<file path="src/rdwdt_pkg.sv">
package rdwdt_pkg;

    // Register byte offsets on the bus
    localparam logic [7:0] RDWDT_MODE_OFS = 8'h00;
    localparam logic [7:0] RDWDT_CLEAR_OFS = 8'h04;
    localparam logic [7:0] RDWDT_STATUS_OFS = 8'h08;
    localparam logic [7:0] RDWDT_MASK_OFS = 8'h0C;
    localparam logic [7:0] RDWDT_COUNT_OFS = 8'h10;

    // Mode register field positions
    localparam int RDWDT_DIS_POS = 7;
    localparam int RDWDT_PER_POS = 5;
    localparam int RDWDT_ACT_POS = 1;

    // Reset values
    localparam logic [7:0] RDWDT_MODE_RST = 8'h82;
    localparam logic [1:0] RDWDT_PER_RST = 2'h0;
    localparam logic [7:0] RDWDT_MASK_RST = 8'h00;
    localparam logic [7:0] RDWDT_STATUS_RST = 8'h00;

    // Clear key and status bit positions
    localparam logic [7:0] RDWDT_CLEAR_KEY = 8'h4E;
    localparam int RDWDT_ST_EXPIRY = 0;
    localparam int RDWDT_ST_CLEARED = 1;

    // Counter geometry; taps count half-rate ticks
    localparam int RDWDT_CNT_W = 20;
    localparam int RDWDT_TAP0 = 15;
    localparam int RDWDT_TAP1 = 17;
    localparam int RDWDT_TAP2 = 19;

    // Bus responses
    localparam logic [1:0] RDWDT_RESP_OKAY = 2'h0;
    localparam logic [1:0] RDWDT_RESP_SLVERR = 2'h2;

    typedef enum logic [1:0] {
        RDWDT_PER_16 = 2'b00,
        RDWDT_PER_18 = 2'b01,
        RDWDT_PER_20 = 2'b10,
        RDWDT_PER_22 = 2'b11
    } rdwdt_period_t;

    typedef struct packed {
        logic wd_disable_bit;
        rdwdt_period_t detect_period_sel;
        logic expiry_action_sel;
    } rdwdt_mode_t;

    // Processor power and clock state, as seen by the watchdog
    typedef struct packed {
        logic stop_mode;
        logic idle_level_one;
        logic warmup_active;
        logic hs_switch;
        logic standby_exit;
    } rdwdt_power_t;

endpackage : rdwdt_pkg

</file>
<file path="src/rdwdt_top.sv">
`timescale 1ns/1ns
// Notes on behaviour
// - Twenty-stage up-counter advances once every two CPU clocks.
// - Two-bit period field resets to 00, giving 2^16 CPU clocks.
// - Disable bit resets to 1; clearing it to 0 enables the watchdog.
// - Once enabled, writes cannot disable it; only reset does.
// - Action bit resets to 1 for interrupt; 0 selects hardware reset.
// - Once reset action chosen, interrupt action returns only through reset.
// - Writing 4E to the clear register zeroes the counter.
// - Selected tap overflow raises interrupt or reset per the action bit.
// - Expiry interrupt goes to the CPU as a non-maskable interrupt.
// - Idle after reset; counting starts only once enabled by software.
// - Counter halts in stop and idle-one; resumes after warm-up ends.
// - Counter runs normally in run mode.
// - Counter cleared on low-to-high clock switch and on standby exit.
module rdwdt_top
    import rdwdt_pkg::*;
(
    // Clock and reset
    input wire logic aclk,
    input wire logic aresetn,
    // AXI4-Lite write address
    input wire logic [7:0] s_axi_awaddr,
    input wire logic s_axi_awvalid,
    output logic s_axi_awready,
    // AXI4-Lite write data
    input wire logic [31:0] s_axi_wdata,
    input wire logic [3:0] s_axi_wstrb,
    input wire logic s_axi_wvalid,
    output logic s_axi_wready,
    // AXI4-Lite write response
    output logic [1:0] s_axi_bresp,
    output logic s_axi_bvalid,
    input wire logic s_axi_bready,
    // AXI4-Lite read address
    input wire logic [7:0] s_axi_araddr,
    input wire logic s_axi_arvalid,
    output logic s_axi_arready,
    // AXI4-Lite read data
    output logic [31:0] s_axi_rdata,
    output logic [1:0] s_axi_rresp,
    output logic s_axi_rvalid,
    input wire logic s_axi_rready,
    // Processor power and clock state
    input wire rdwdt_pkg::rdwdt_power_t power_state,
    // Toward the CPU core
    output logic wd_expiry_irq,
    output logic hw_reset_req,
    output logic irq
);
    import rdwdt_pkg::*;

    // Carry out of the selected tap on this tick; fires once per period,
    // so an unserviced timer keeps expiring every period
    function automatic logic tap_hit(input logic [RDWDT_CNT_W-1:0] cnt, input rdwdt_period_t sel,
                                     input logic wrapped);
        logic hit;
        hit = 1'b0;
        unique case (sel)
            // 2^15 ticks of the half-rate clock
            RDWDT_PER_16: hit = &cnt[RDWDT_TAP0-1:0];
            // 2^17 ticks
            RDWDT_PER_18: hit = &cnt[RDWDT_TAP1-1:0];
            // 2^19 ticks
            RDWDT_PER_20: hit = &cnt[RDWDT_TAP2-1:0];
            // 2^21 ticks: the wrap flag acts as a twenty-first stage
            RDWDT_PER_22: hit = &cnt & wrapped;
        endcase
        return hit;
    endfunction : tap_hit

    // Address decode shared by reads and writes
    function automatic logic ofs_mapped(input logic [7:0] a);
        return (a == RDWDT_MODE_OFS) || (a == RDWDT_CLEAR_OFS) || (a == RDWDT_STATUS_OFS) ||
               (a == RDWDT_MASK_OFS) || (a == RDWDT_COUNT_OFS);
    endfunction : ofs_mapped

    // Register state
    rdwdt_mode_t mode;
    logic [7:0] status;
    logic [7:0] mask;
    logic [RDWDT_CNT_W-1:0] count;
    logic wrapped;
    logic half_phase;
    logic reset_latched;

    // Bus state
    logic [7:0] aw_addr;
    logic aw_held;
    logic [31:0] w_data;
    logic [3:0] w_strb;
    logic w_held;
    logic [1:0] bresp;
    logic bvalid;
    logic [31:0] rdata;
    logic [1:0] rresp;
    logic rvalid;

    // Write decode
    wire do_write = aw_held & w_held & ~bvalid;
    wire low_lane = w_strb[0];
    wire [7:0] wbyte = w_data[7:0];
    wire wr_mode = do_write & low_lane & (aw_addr == RDWDT_MODE_OFS);
    wire wr_clear = do_write & low_lane & (aw_addr == RDWDT_CLEAR_OFS);
    wire wr_status = do_write & low_lane & (aw_addr == RDWDT_STATUS_OFS);
    wire wr_mask = do_write & low_lane & (aw_addr == RDWDT_MASK_OFS);
    wire key_ok = wr_clear & (wbyte == RDWDT_CLEAR_KEY);

    // Sticky bits only move toward enabled and toward reset action
    wire next_disable = mode.wd_disable_bit & wbyte[RDWDT_DIS_POS];
    wire next_action = mode.expiry_action_sel & wbyte[RDWDT_ACT_POS];
    wire [1:0] next_period = wbyte[RDWDT_PER_POS+1:RDWDT_PER_POS];

    // Power state decode
    wire in_stop = power_state.stop_mode;
    wire in_idle_one = power_state.idle_level_one;
    wire warming_up = power_state.warmup_active;
    wire clk_to_fast = power_state.hs_switch;
    wire leaving_standby = power_state.standby_exit;

    // Counter control
    wire enabled = ~mode.wd_disable_bit;
    wire halted = in_stop | in_idle_one | warming_up;
    // Shared with the warm-up timer, so clock and standby changes restart it
    wire clear_cnt = key_ok | clk_to_fast | leaving_standby;
    wire tick = enabled & ~halted & half_phase;
    wire expire = tick & ~clear_cnt & tap_hit(count, mode.detect_period_sel, wrapped);
    wire expire_irq = expire & mode.expiry_action_sel;
    wire expire_rst = expire & ~mode.expiry_action_sel;

    // Status events; set wins over a same-cycle clear
    wire [7:0] events = ({7'h00, expire} << RDWDT_ST_EXPIRY) | ({7'h00, key_ok} << RDWDT_ST_CLEARED);
    wire [7:0] clr_bits = wr_status ? wbyte : 8'h00;
    wire [7:0] next_status = (status & ~clr_bits) | events;

    // Read decode
    wire rd_take = s_axi_arvalid & ~rvalid;
    wire rd_is_mode = (s_axi_araddr == RDWDT_MODE_OFS);
    wire rd_is_status = (s_axi_araddr == RDWDT_STATUS_OFS);
    wire rd_is_mask = (s_axi_araddr == RDWDT_MASK_OFS);
    wire rd_is_count = (s_axi_araddr == RDWDT_COUNT_OFS);
    wire [31:0] mode_word = {24'h000000, mode.wd_disable_bit, mode.detect_period_sel, 3'h0,
                             mode.expiry_action_sel, 1'b0};
    wire [31:0] status_word = {24'h000000, status};
    wire [31:0] mask_word = {24'h000000, mask};
    wire [31:0] count_word = {12'h000, count};
    // Clear key reads as zero so software cannot learn it back
    wire [31:0] next_rdata = ({32{rd_is_mode}} & mode_word) |
                             ({32{rd_is_status}} & status_word) |
                             ({32{rd_is_mask}} & mask_word) |
                             ({32{rd_is_count}} & count_word);
    wire [1:0] next_rresp = ofs_mapped(s_axi_araddr) ? RDWDT_RESP_OKAY : RDWDT_RESP_SLVERR;
    wire [1:0] next_bresp = ofs_mapped(aw_addr) ? RDWDT_RESP_OKAY : RDWDT_RESP_SLVERR;

    // Handshake outputs
    assign s_axi_awready = ~aw_held;
    assign s_axi_wready = ~w_held;
    assign s_axi_bvalid = bvalid;
    assign s_axi_bresp = bresp;
    assign s_axi_arready = ~rvalid;
    assign s_axi_rvalid = rvalid;
    assign s_axi_rdata = rdata;
    assign s_axi_rresp = rresp;
    assign irq = |(status & mask);

    // Write address and data taken in either order
    always_ff @(posedge aclk) begin
        if (!aresetn) begin
            aw_held <= 1'b0;
        end else if (s_axi_awvalid && !aw_held) begin
            aw_held <= 1'b1;
        end else if (do_write) begin
            aw_held <= 1'b0;
        end
    end

    // Address only loads while the slot is free
    always_ff @(posedge aclk) begin
        if (!aresetn) begin
            aw_addr <= 8'h00;
        end else if (s_axi_awvalid && !aw_held) begin
            aw_addr <= s_axi_awaddr;
        end
    end

    always_ff @(posedge aclk) begin
        if (!aresetn) begin
            w_held <= 1'b0;
            w_data <= 32'h00000000;
            w_strb <= 4'h0;
        end else if (s_axi_wvalid && !w_held) begin
            w_held <= 1'b1;
            w_data <= s_axi_wdata;
            w_strb <= s_axi_wstrb;
        end else if (do_write) begin
            w_held <= 1'b0;
        end
    end

    always_ff @(posedge aclk) begin
        if (!aresetn) begin
            bvalid <= 1'b0;
        end else if (do_write) begin
            bvalid <= 1'b1;
        end else if (s_axi_bready) begin
            bvalid <= 1'b0;
        end
    end

    // Response code stands with bvalid until accepted
    always_ff @(posedge aclk) begin
        if (!aresetn) begin
            bresp <= RDWDT_RESP_OKAY;
        end else if (do_write) begin
            bresp <= next_bresp;
        end
    end

    always_ff @(posedge aclk) begin
        if (!aresetn) begin
            rvalid <= 1'b0;
        end else if (rd_take) begin
            rvalid <= 1'b1;
        end else if (s_axi_rready) begin
            rvalid <= 1'b0;
        end
    end

    // Read data is a snapshot taken with the address
    always_ff @(posedge aclk) begin
        if (!aresetn) begin
            rdata <= 32'h00000000;
            rresp <= RDWDT_RESP_OKAY;
        end else if (rd_take) begin
            rdata <= next_rdata;
            rresp <= next_rresp;
        end
    end

    // Mode register; period may change at any time
    always_ff @(posedge aclk) begin
        if (!aresetn) begin
            mode.wd_disable_bit <= RDWDT_MODE_RST[RDWDT_DIS_POS];
            mode.detect_period_sel <= rdwdt_period_t'(RDWDT_PER_RST);
            mode.expiry_action_sel <= RDWDT_MODE_RST[RDWDT_ACT_POS];
        end else if (wr_mode) begin
            mode.wd_disable_bit <= next_disable;
            mode.detect_period_sel <= rdwdt_period_t'(next_period);
            mode.expiry_action_sel <= next_action;
        end
    end

    always_ff @(posedge aclk) begin
        if (!aresetn) begin
            mask <= RDWDT_MASK_RST;
        end else if (wr_mask) begin
            mask <= wbyte;
        end
    end

    // Set wins over a same-cycle write-one-to-clear
    always_ff @(posedge aclk) begin
        if (!aresetn) begin
            status <= RDWDT_STATUS_RST;
        end else begin
            status <= next_status;
        end
    end

    // Half-rate phase; frozen while disabled so the first tick is deterministic
    always_ff @(posedge aclk) begin
        if (!aresetn) begin
            half_phase <= 1'b0;
        end else begin
            half_phase <= enabled & ~halted & ~half_phase;
        end
    end

    // The long setting needs one stage beyond the twenty, held as a wrap flag
    always_ff @(posedge aclk) begin
        if (!aresetn) begin
            count <= '0;
            wrapped <= 1'b0;
        end else if (clear_cnt) begin
            count <= '0;
            wrapped <= 1'b0;
        end else if (tick) begin
            count <= count + 1'b1;
            wrapped <= wrapped ^ (&count);
        end
    end

    // One-cycle pulse; the core takes it as non-maskable, mask only gates irq
    always_ff @(posedge aclk) begin
        if (!aresetn) begin
            wd_expiry_irq <= 1'b0;
        end else begin
            wd_expiry_irq <= expire_irq;
        end
    end

    // Reset request latches; no register write can withdraw it
    always_ff @(posedge aclk) begin
        if (!aresetn) begin
            reset_latched <= 1'b0;
        end else begin
            reset_latched <= reset_latched | expire_rst;
        end
    end

    // Held until the system reset it causes comes back around
    assign hw_reset_req = reset_latched;

endmodule : rdwdt_top

</file>
<file path="config.mk">
export PLATFORM = sky130hd
export DESIGN_NAME = rdwdt_top
export DESIGN_NICKNAME = d
export VERILOG_FILES = /design/src/rdwdt_pkg.sv /design/src/rdwdt_top.sv
export SDC_FILE = /design/constraint.sdc
export NUM_CORES = 1
export LEC_CHECK = 0
export BUFFER_PORTS_ARGS = -buffer_cell sky130_fd_sc_hd__buf_2
export CAP_MARGIN = 25
export CELL_PAD_IN_SITES_DETAIL_PLACEMENT = 0
export CELL_PAD_IN_SITES_GLOBAL_PLACEMENT = 1
export CORE_ASPECT_RATIO = 1.4
export CORE_MARGIN = 2
export CORE_UTILIZATION = 38
export DETAILED_ROUTE_END_ITERATION = 6
export HOLD_SLACK_MARGIN = 0.15
export PLACE_DENSITY = 0.76
export SYNTH_ARGS = -nofsm -noshare
export SYNTH_HDL_FRONTEND = slang
export SYNTH_SLANG_ARGS = --single-unit
</file>
<file path="constraint.sdc">
create_clock -name aclk -period 2.6 [get_ports aclk]
set_input_delay 0.52 -clock aclk [delete_from_list [all_inputs] [get_ports aclk]]
set_output_delay 0.52 -clock aclk [all_outputs]
set_load 0.02 [all_outputs]
</file>
==> summary.md, run 1 <==
| Metric | Value |
|---|---|
| Post-synthesis mux area share | `0.0580` |
| Largest family of logic cells by synthesized area | `simple AND/OR/NAND/NOR gates` |
| Setup TNS | `0 ns` |
| Effective utilization at floorplan | `0.392` |
| RSZ-0062 raised after global routing | `false` |
| Max Fclk | `452 MHz` |
| Synth area leader | `dfxtp_1` |
| Worst EP required | `2.85 ns` |
| Placed wire-length estimate | `between 7000 and 8000 um` |
| Yosys cell types | `47` |
| Compound-gate portion of the synthesized area | `0.162` |
| Seq pwr share | `0.458` |
| Most used DFF post-synth | `dfxtp_1` |
| Initial antenna violation count | `0` |
| Die ar. | `11100 um2` |
| Net Sw Frac | `0.233` |
| Leakage power | `1.78 nW` |
| Adder-cell share of the synthesized area | `0.00961` |
| Layout cells sized above 1 | `0.206` |
| XOR/XNOR Fraction of Synth Area | `0.0179` |
| Post-Syn Area | `3910 um2` |
| Post-CTS Hold Fix Bufs | `0` |
| CTS tree | `built` |
| Worst slew pin tran | `0.747 ns` |
| Clock buffer depth | `2` |
| Via Count | `3468` |
| Residual DRC | `0` |
| Die Ht | `124 um` |
| Final Critical Period | `2.21 ns` |
| HP Class | `in2reg` |
| Hold path cells | `2` |
| R2r setup slk | `approximately 0.39 ns` |
| Post-CTS setup buffer count | `0` |
| Later-pin clock latency in the skew report | `approximately 0.34 ns` |
| Root Buffer | `clkbuf_16` |
| Largest net degree at the start of global routing | `32` |
| Synth Register Bits | `a little under 90` |
| Worst reg2reg path depth | `9` |
| Status | `finished clean` |
| Via-to-Cell Ratio | `between 5 and 6` |
| Synth top area share | `0.446` |
| Max-slew violation count | `0` |
| Die W | `between 80 and 90 um` |
| Layout Skew | `0.00704 ns` |
| Critical Path AT | `2.47 ns` |
| CP Capture Type | `flip-flop` |
| Clk network pwr share | `0.468` |
| Number of port buffers | `66` |
| NetSw | `slightly above 700 uW` |
| Max-cap viol count | `0` |
| Hold endpoint | `s_axi_rvalid` |
| Final Hold Fails | `0` |
| Layout area overhead | `19.7%` |
| Synth async-reset ratio | `0` |
| First DRT Iteration DRCs | `144` |
| Diode count | `0` |
| Synth Warn # | `0` |
| Hold_ws | `about 0.36 ns` |
| Util after Layout | `0.470` |
| VDD IR max | `0.351 mV` |
| Core area | `9950 um2` |
| Final total power | `3.05 mW` |
| RR Startpoint | `count[1]` |
| Number of synthesized flops with an enable pin | `0` |
| Setup CP Type | `reg2reg` |
| Rel. slew slack | `0.498` |
| DR WL/cell | `14.7 um` |
| Seq/Total Area, Yosys | `0.446` |
| Vias in the first global route | `3344` |
| ANT nets after route | `0` |
| Clk sink count | `87` |
| Capturing point of the worst reg2reg path | `wd_expiry_irq` |
| Final Wtd Congestion | `0.813` |
| PD cells | `652 nW/um2` |
| Synth Area in Simple Gates | `0.240` |
| Critical Path, Cell by Cell | `ha_1 -> nand2_1 -> nor4_1 -> and3_1 -> ha_1 -> mux2_2 -> nand4_1 -> o31a_1 -> nor3b_1` |
| CP max stage cell | `dfxtp_1` |
| CP max FO | `5` |
| IO Pins | `108` |
| Synth top area cells | `dfxtp_1, a21oi_1, nand2_1, mux2i_1, nor2_1` |
| Syn_area_per_cell | `between 8 and 9 um2` |
| CP startpoint kind | `flip-flop` |
| P_int | `between 2 and 2.5 mW` |
| CTS clk-pin slew, worst paths | `0.06 ns` |
| First-pass GRT wire length | `16400 um` |
| TritonRoute pass-1 iters | `4` |
| Worst hold path startpoint | `s_axi_rready` |
| Most used cell, CP | `ha_1` |
| Gate power share | `0.074` |
| Final #Nets | `596` |
| Cell Rows | `43` |
| Cells after synthesis | `roughly 460` |
| Worst path max stage delay | `about 0.42 ns` |
| Total gr overflow | `0` |
| GRT Total Usage | `0.190` |
| Final worst-path cycle share | `0.851` |
| CTS Buf Count | `9` |
| CTS H-tree lvls | `3` |
| Drt total wl | `9830 um` |
| Final setup viols | `0` |
| Post-CTS Resized | `0` |
## layout by cell type (no fill, tap or decap), types with 3 or more instances in the layout
master      n
dfxtp_1    87
nand2_1    68
buf_2      66
a21oi_1    57
nor2_1     36
o21ai_0    25
mux2i_1    17
nand4_1    16
conb_1     14
buf_4      14
nand3_1    13
or4_1      11
inv_1      10
clkbuf_16   9
o31ai_1     8
nor4_1      5
xor2_1      5
mux2_2      5
a22oi_1     4
or3_1       4
nor3_1      4
a221oi_1    4
and2_1      3
and3_1      3
xnor2_1     3
nor2b_1     3
nor4_2      3
nand2b_1    3
o22ai_1     3
ha_1        3
## layout make-up
class / count / area (um2)
Fill cell: 989 / 5280
Sequential cell: 87 / 1740
Clock inverter: 5 / 80.1
Inverter: 10 / 37.5
Timing Repair Buffer: 80 / 435
Multi-Input combinational cell: 341 / 1960
Tap cell: 135 / 169
Clock buffer: 11 / 253
## kinds of logic (layout without fill, tap and decap cells)
group / after synthesis / in the layout
AOI/OAI and AO/OA: 110 / 110
muxes: 22 / 22
buffers and inverters: 49 / 106
other: 1 / 14
and+or+nand+nor: 184 / 184
adders and majority gates: 3 / 3
DFF: 87 / 87
xor gates and xnor gates: 8 / 8
## how the worst max path moves through the flow
stage / to / slack (ns) / startpoint / cells after the start
final: wd_expiry_irq / 0.39 / count[1] / 9
after global routing: wd_expiry_irq / 0.22 / count[4] / 9
after CTS: wd_expiry_irq / 0.32 / count[4] / 9
after detailed placement: wd_expiry_irq / 0.35 / count[1] / 9
after global placement: wd_expiry_irq / 0.37 / count[4] / 9
after floorplan: s_axi_rdata[10] / 0.58 / s_axi_araddr[0] / 5
## Yosys cell counts (2+ instances only)
cell,number
a22oi_1,4
nand3b_1,2
or4b_2,2
nand2b_1,3
or4_4,2
a21o_1,2
nor2b_1,3
nand2_1,68
mux2_2,5
nand4_1,16
ha_1,3
buf_2,3
o31ai_1,8
and4_1,2
or4_1,11
a221oi_1,4
dfxtp_1,87
xnor2_1,3
buf_4,14
inv_1,10
or3_1,4
nor4_2,3
nor3_1,4
nor2_1,36
mux2i_1,17
o22ai_1,3
a21oi_1,57
nand3_1,13
buf_6,2
nor4_1,5
clkbuf_1,20
and3_1,3
o21ai_0,25
xor2_1,5
and2_1,3
## routing by layer
layer  track usage  share of wire  vias up
li1              -              -     1763
met1         0.221           0.42     1621
met2         0.333           0.52       71
met3        0.0205          0.030       13
met4         0.107          0.032        0
met5             0              0        -
## registers in the layout, summed over array words and instances (netlist names)
| register | flops |
|---|---|
| aw_held | 1 |
| s_axi_bvalid | 1 |
| w_strb | 1 |
| s_axi_rdata | 20 |
| w_data | 8 |
| wd_expiry_irq | 1 |
| status | 8 |
| half_phase | 1 |
| mask | 8 |
| count | 20 |
| hw_reset_req | 1 |
| s_axi_rresp | 1 |
| s_axi_rvalid | 1 |
| aw_addr | 8 |
| wrapped | 1 |
| w_held | 1 |
| s_axi_bresp | 1 |
| mode | 4 |
## power groups by stage
| stage | Combinational (mW) | Sequential (mW) | Clock [mW] |
|---|---|---|---|
| 2_1_floorplan | 0.155 | 1.43 | 0 |
| 4_1_cts | 0.227 | 1.40 | 1.45 |
| 6_report | 0.224 | 1.40 | 1.43 |
| 3_3_place_gp | 0.222 | 1.42 | 0 |
| 3_5_place_dp | 0.227 | 1.43 | 0 |
| 5_1_grt | 0.251 | 1.40 | 1.50 |
## stage by stage
step | worst slack (ns) | cell area [um2] | cells
floorplan | 0.585 | 3960 | 477
global placement | 0.366 | 4340 | 653
detailed placement | 0.347 | 4340 | 653
CTS | 0.315 | 4670 | 669
global route | 0.223 | 4670 | 669
finish | 0.386 | 4670 | 669
## worst max-delay path: cells and delay by family, from the launching register on
kind | cells | cell delay, ns
muxes | 1 | 0.14
DFF | 1 | 0.42
and+or+nand+nor | 5 | 1.02
AOI/OAI and AO/OA | 1 | 0.18
adders and majority gates | 2 | 0.36
(Power assumes the default switching activity.)
==> run 2, diff against run 1 <==
- HOLD_SLACK_MARGIN: 0.15 -> not set
- REMOVE_ABC_BUFFERS: not set -> 1
==> summary.md, run 2 (same netlist as run 1, synthesis figures left out) <==
| Metric | Value |
|---|---|
| Initial antenna violation count | `0 (unchanged)` |
| Later-pin clock latency in the skew report | `0.34 ns (about the same)` |
| Residual DRC | `0 (unchanged)` |
| Clock buffer depth | `2 (unchanged)` |
| Post-CTS Resized | `0 (unchanged)` |
| Setup ws final | `0.354 ns (-0.0323 ns)` |
| Number of port buffers | `66 (unchanged)` |
| Cell Rows | `43 (unchanged)` |
| Final setup viols | `0 (unchanged)` |
| VDD IR max | `0.308 mV (-12%)` |
| IO Pins | `108 (unchanged)` |
| R2r setup slk | `0.35 ns (-0.03 ns)` |
| Rel. slew slack | `0.503 (+0.00490)` |
| PD cells | `608 nW/um2 (-6.6%)` |
| Clk network pwr share | `0.424 (-0.044)` |
| Vias in the first global route | `3150 (-5.8%)` |
| CP startpoint kind | `flip-flop` |
| First DRT Iteration DRCs | `148 (+2.8%)` |
| Worst EP required | `2.84 ns (about the same)` |
| Root Buffer | `clkbuf_16` |
| Final Hold Fails | `0 (unchanged)` |
| Final Critical Period | `2.25 ns (+0.0323 ns)` |
| Via Count | `3422 (-1.3%)` |
| Die ar. | `11100 um2 (unchanged)` |
| Die W | `89.7 um (unchanged)` |
| Net Sw Frac | `0.241 (+0.00784)` |
| Final Wtd Congestion | `0.842 (+3.6%)` |
| HP Class | `in2reg` |
| Clk sink count | `87 (unchanged)` |
| ANT nets after route | `0 (unchanged)` |
| Setup TNS | `0 ns (unchanged)` |
| Max-cap viol count | `0 (unchanged)` |
| CTS tree | `built` |
| NetSw | `680 uW (-4.0%)` |
| Placement Cell Area | `4370 um2 (+0.63%)` |
| Fin area | `4650 um2 (-0.59%)` |
| Layout area overhead | `19.0%` |
| Layout Skew | `0.00706 ns (+0.0000247 ns)` |
| CTS clk-pin slew, worst paths | `0.06 ns (about the same)` |
| Most frequent cells in the layout | `dfxtp_1, nand2_1, buf_2` |
| Status | `finished clean` |
| Hold_ws | `0.361 ns (+0.00511 ns)` |
| Setup CP Type | `reg2reg` |
| GRT Total Usage | `0.178 (-0.0127)` |
| Worst path max stage delay | `0.43 ns (about the same)` |
| Largest net degree at the start of global routing | `32 (unchanged)` |
| CP max stage cell | `dfxtp_1` |
| Max-slew violation count | `0 (unchanged)` |
| Final total power | `2.83 mW (-7.2%)` |
| Placed wire-length estimate | `7220 um (-2.0%)` |
| Gate power share | `0.084 (+0.010)` |
| Layout cells sized above 1 | `0.205 (-0.000769)` |
| Leakage power | `1.77 nW (-0.32%)` |
| Util after Layout | `0.467 (-0.00277)` |
| Post-Layout Cell Count | `671 (+0.30%)` |
| Final #Nets | `598 (+0.34%)` |
| CP top delay family | `simple AND/OR/NAND/NOR gates` |
| Most common cell after layout, fill and taps aside | `dfxtp_1` |
| Critical Path, Cell by Cell | `and2_1 -> nand2_1 -> nor4_1 -> and3_1 -> ha_1 -> mux2_2 -> nand4_1 -> o31a_1 -> nor3b_1` |
| Critical Path AT | `2.49 ns (+0.02 ns)` |
| Place WS | `0.363 ns (+0.0162 ns)` |
| Total gr overflow | `0 (unchanged)` |
| Core area | `9950 um2 (unchanged)` |
| Seq pwr share | `0.492 (+0.034)` |
| CP Capture Type | `flip-flop` |
| Diode count | `0 (unchanged)` |
| Die Ht | `124 um (unchanged)` |
| Effective utilization at floorplan | `0.392 (unchanged)` |
| Post-CTS setup buffer count | `0 (unchanged)` |
| First-pass GRT wire length | `15000 um (-8.4%)` |
| Via-to-Cell Ratio | `5.10 (-1.6%)` |
| RSZ-0062 raised after global routing | `false` |
| CTS Buf Count | `9 (unchanged)` |
| Drt total wl | `9580 um (-2.6%)` |
| Post-CTS Hold Fix Bufs | `0 (unchanged)` |
| DR WL/cell | `14.3 um (-2.9%)` |
| Placed cells | `655 (+0.31%)` |
| Worst slew pin tran | `0.739 ns (-0.00729 ns)` |
| TritonRoute pass-1 iters | `4 (unchanged)` |
| CP max FO | `6 (+1)` |
| Max Fclk | `445 MHz (-1.4%)` |
| Buffer and inverter count on the worst path | `0 (unchanged)` |
| Final worst-path cycle share | `0.864 (+0.0124)` |
| P_int | `2.15 mW (-8.1%)` |
| CTS H-tree lvls | `3 (unchanged)` |
## run 2: power groups by stage
| stage | clock network, mW | registers (mW) | logic [mW] |
|---|---|---|---|
| 6_report | 1.20 | 1.39 | 0.237 |
| 5_1_grt | 1.28 | 1.39 | 0.265 |
| 4_1_cts | 1.24 | 1.39 | 0.240 |
| 3_5_place_dp | 0 | 1.42 | 0.240 |
| 3_3_place_gp | 0 | 1.42 | 0.237 |
| 2_1_floorplan | 0 | 1.43 | 0.119 |
## run 2: layer usage
layer	part of all wire	global-route usage	wire length (um)
met2	0.52	0.310	5010
met4	0.023	0.0812	217
met3	0.041	0.0364	392
met1	0.41	0.204	3960
met5	0	0	0
## run 2: cell type report
type / count / area, um2
Timing Repair Buffer: 82 / 463
Clock inverter: 3 / 17.5
Clock buffer: 13 / 260
Tap cell: 135 / 169
Fill cell: 980 / 5310
Sequential cell: 87 / 1740
Multi-Input combinational cell: 341 / 1960
Inverter: 10 / 37.5
## run 2: path summary, 6_finish.rpt
check	startpoint	end	cells past startpoint
worst min register to register	s_axi_rdata[14]	s_axi_rdata[14]	2
worst max-delay path	count[3]	wd_expiry_irq	9
worst min-delay path	s_axi_rready	s_axi_rvalid	2
worst max register to register	count[3]	wd_expiry_irq	9
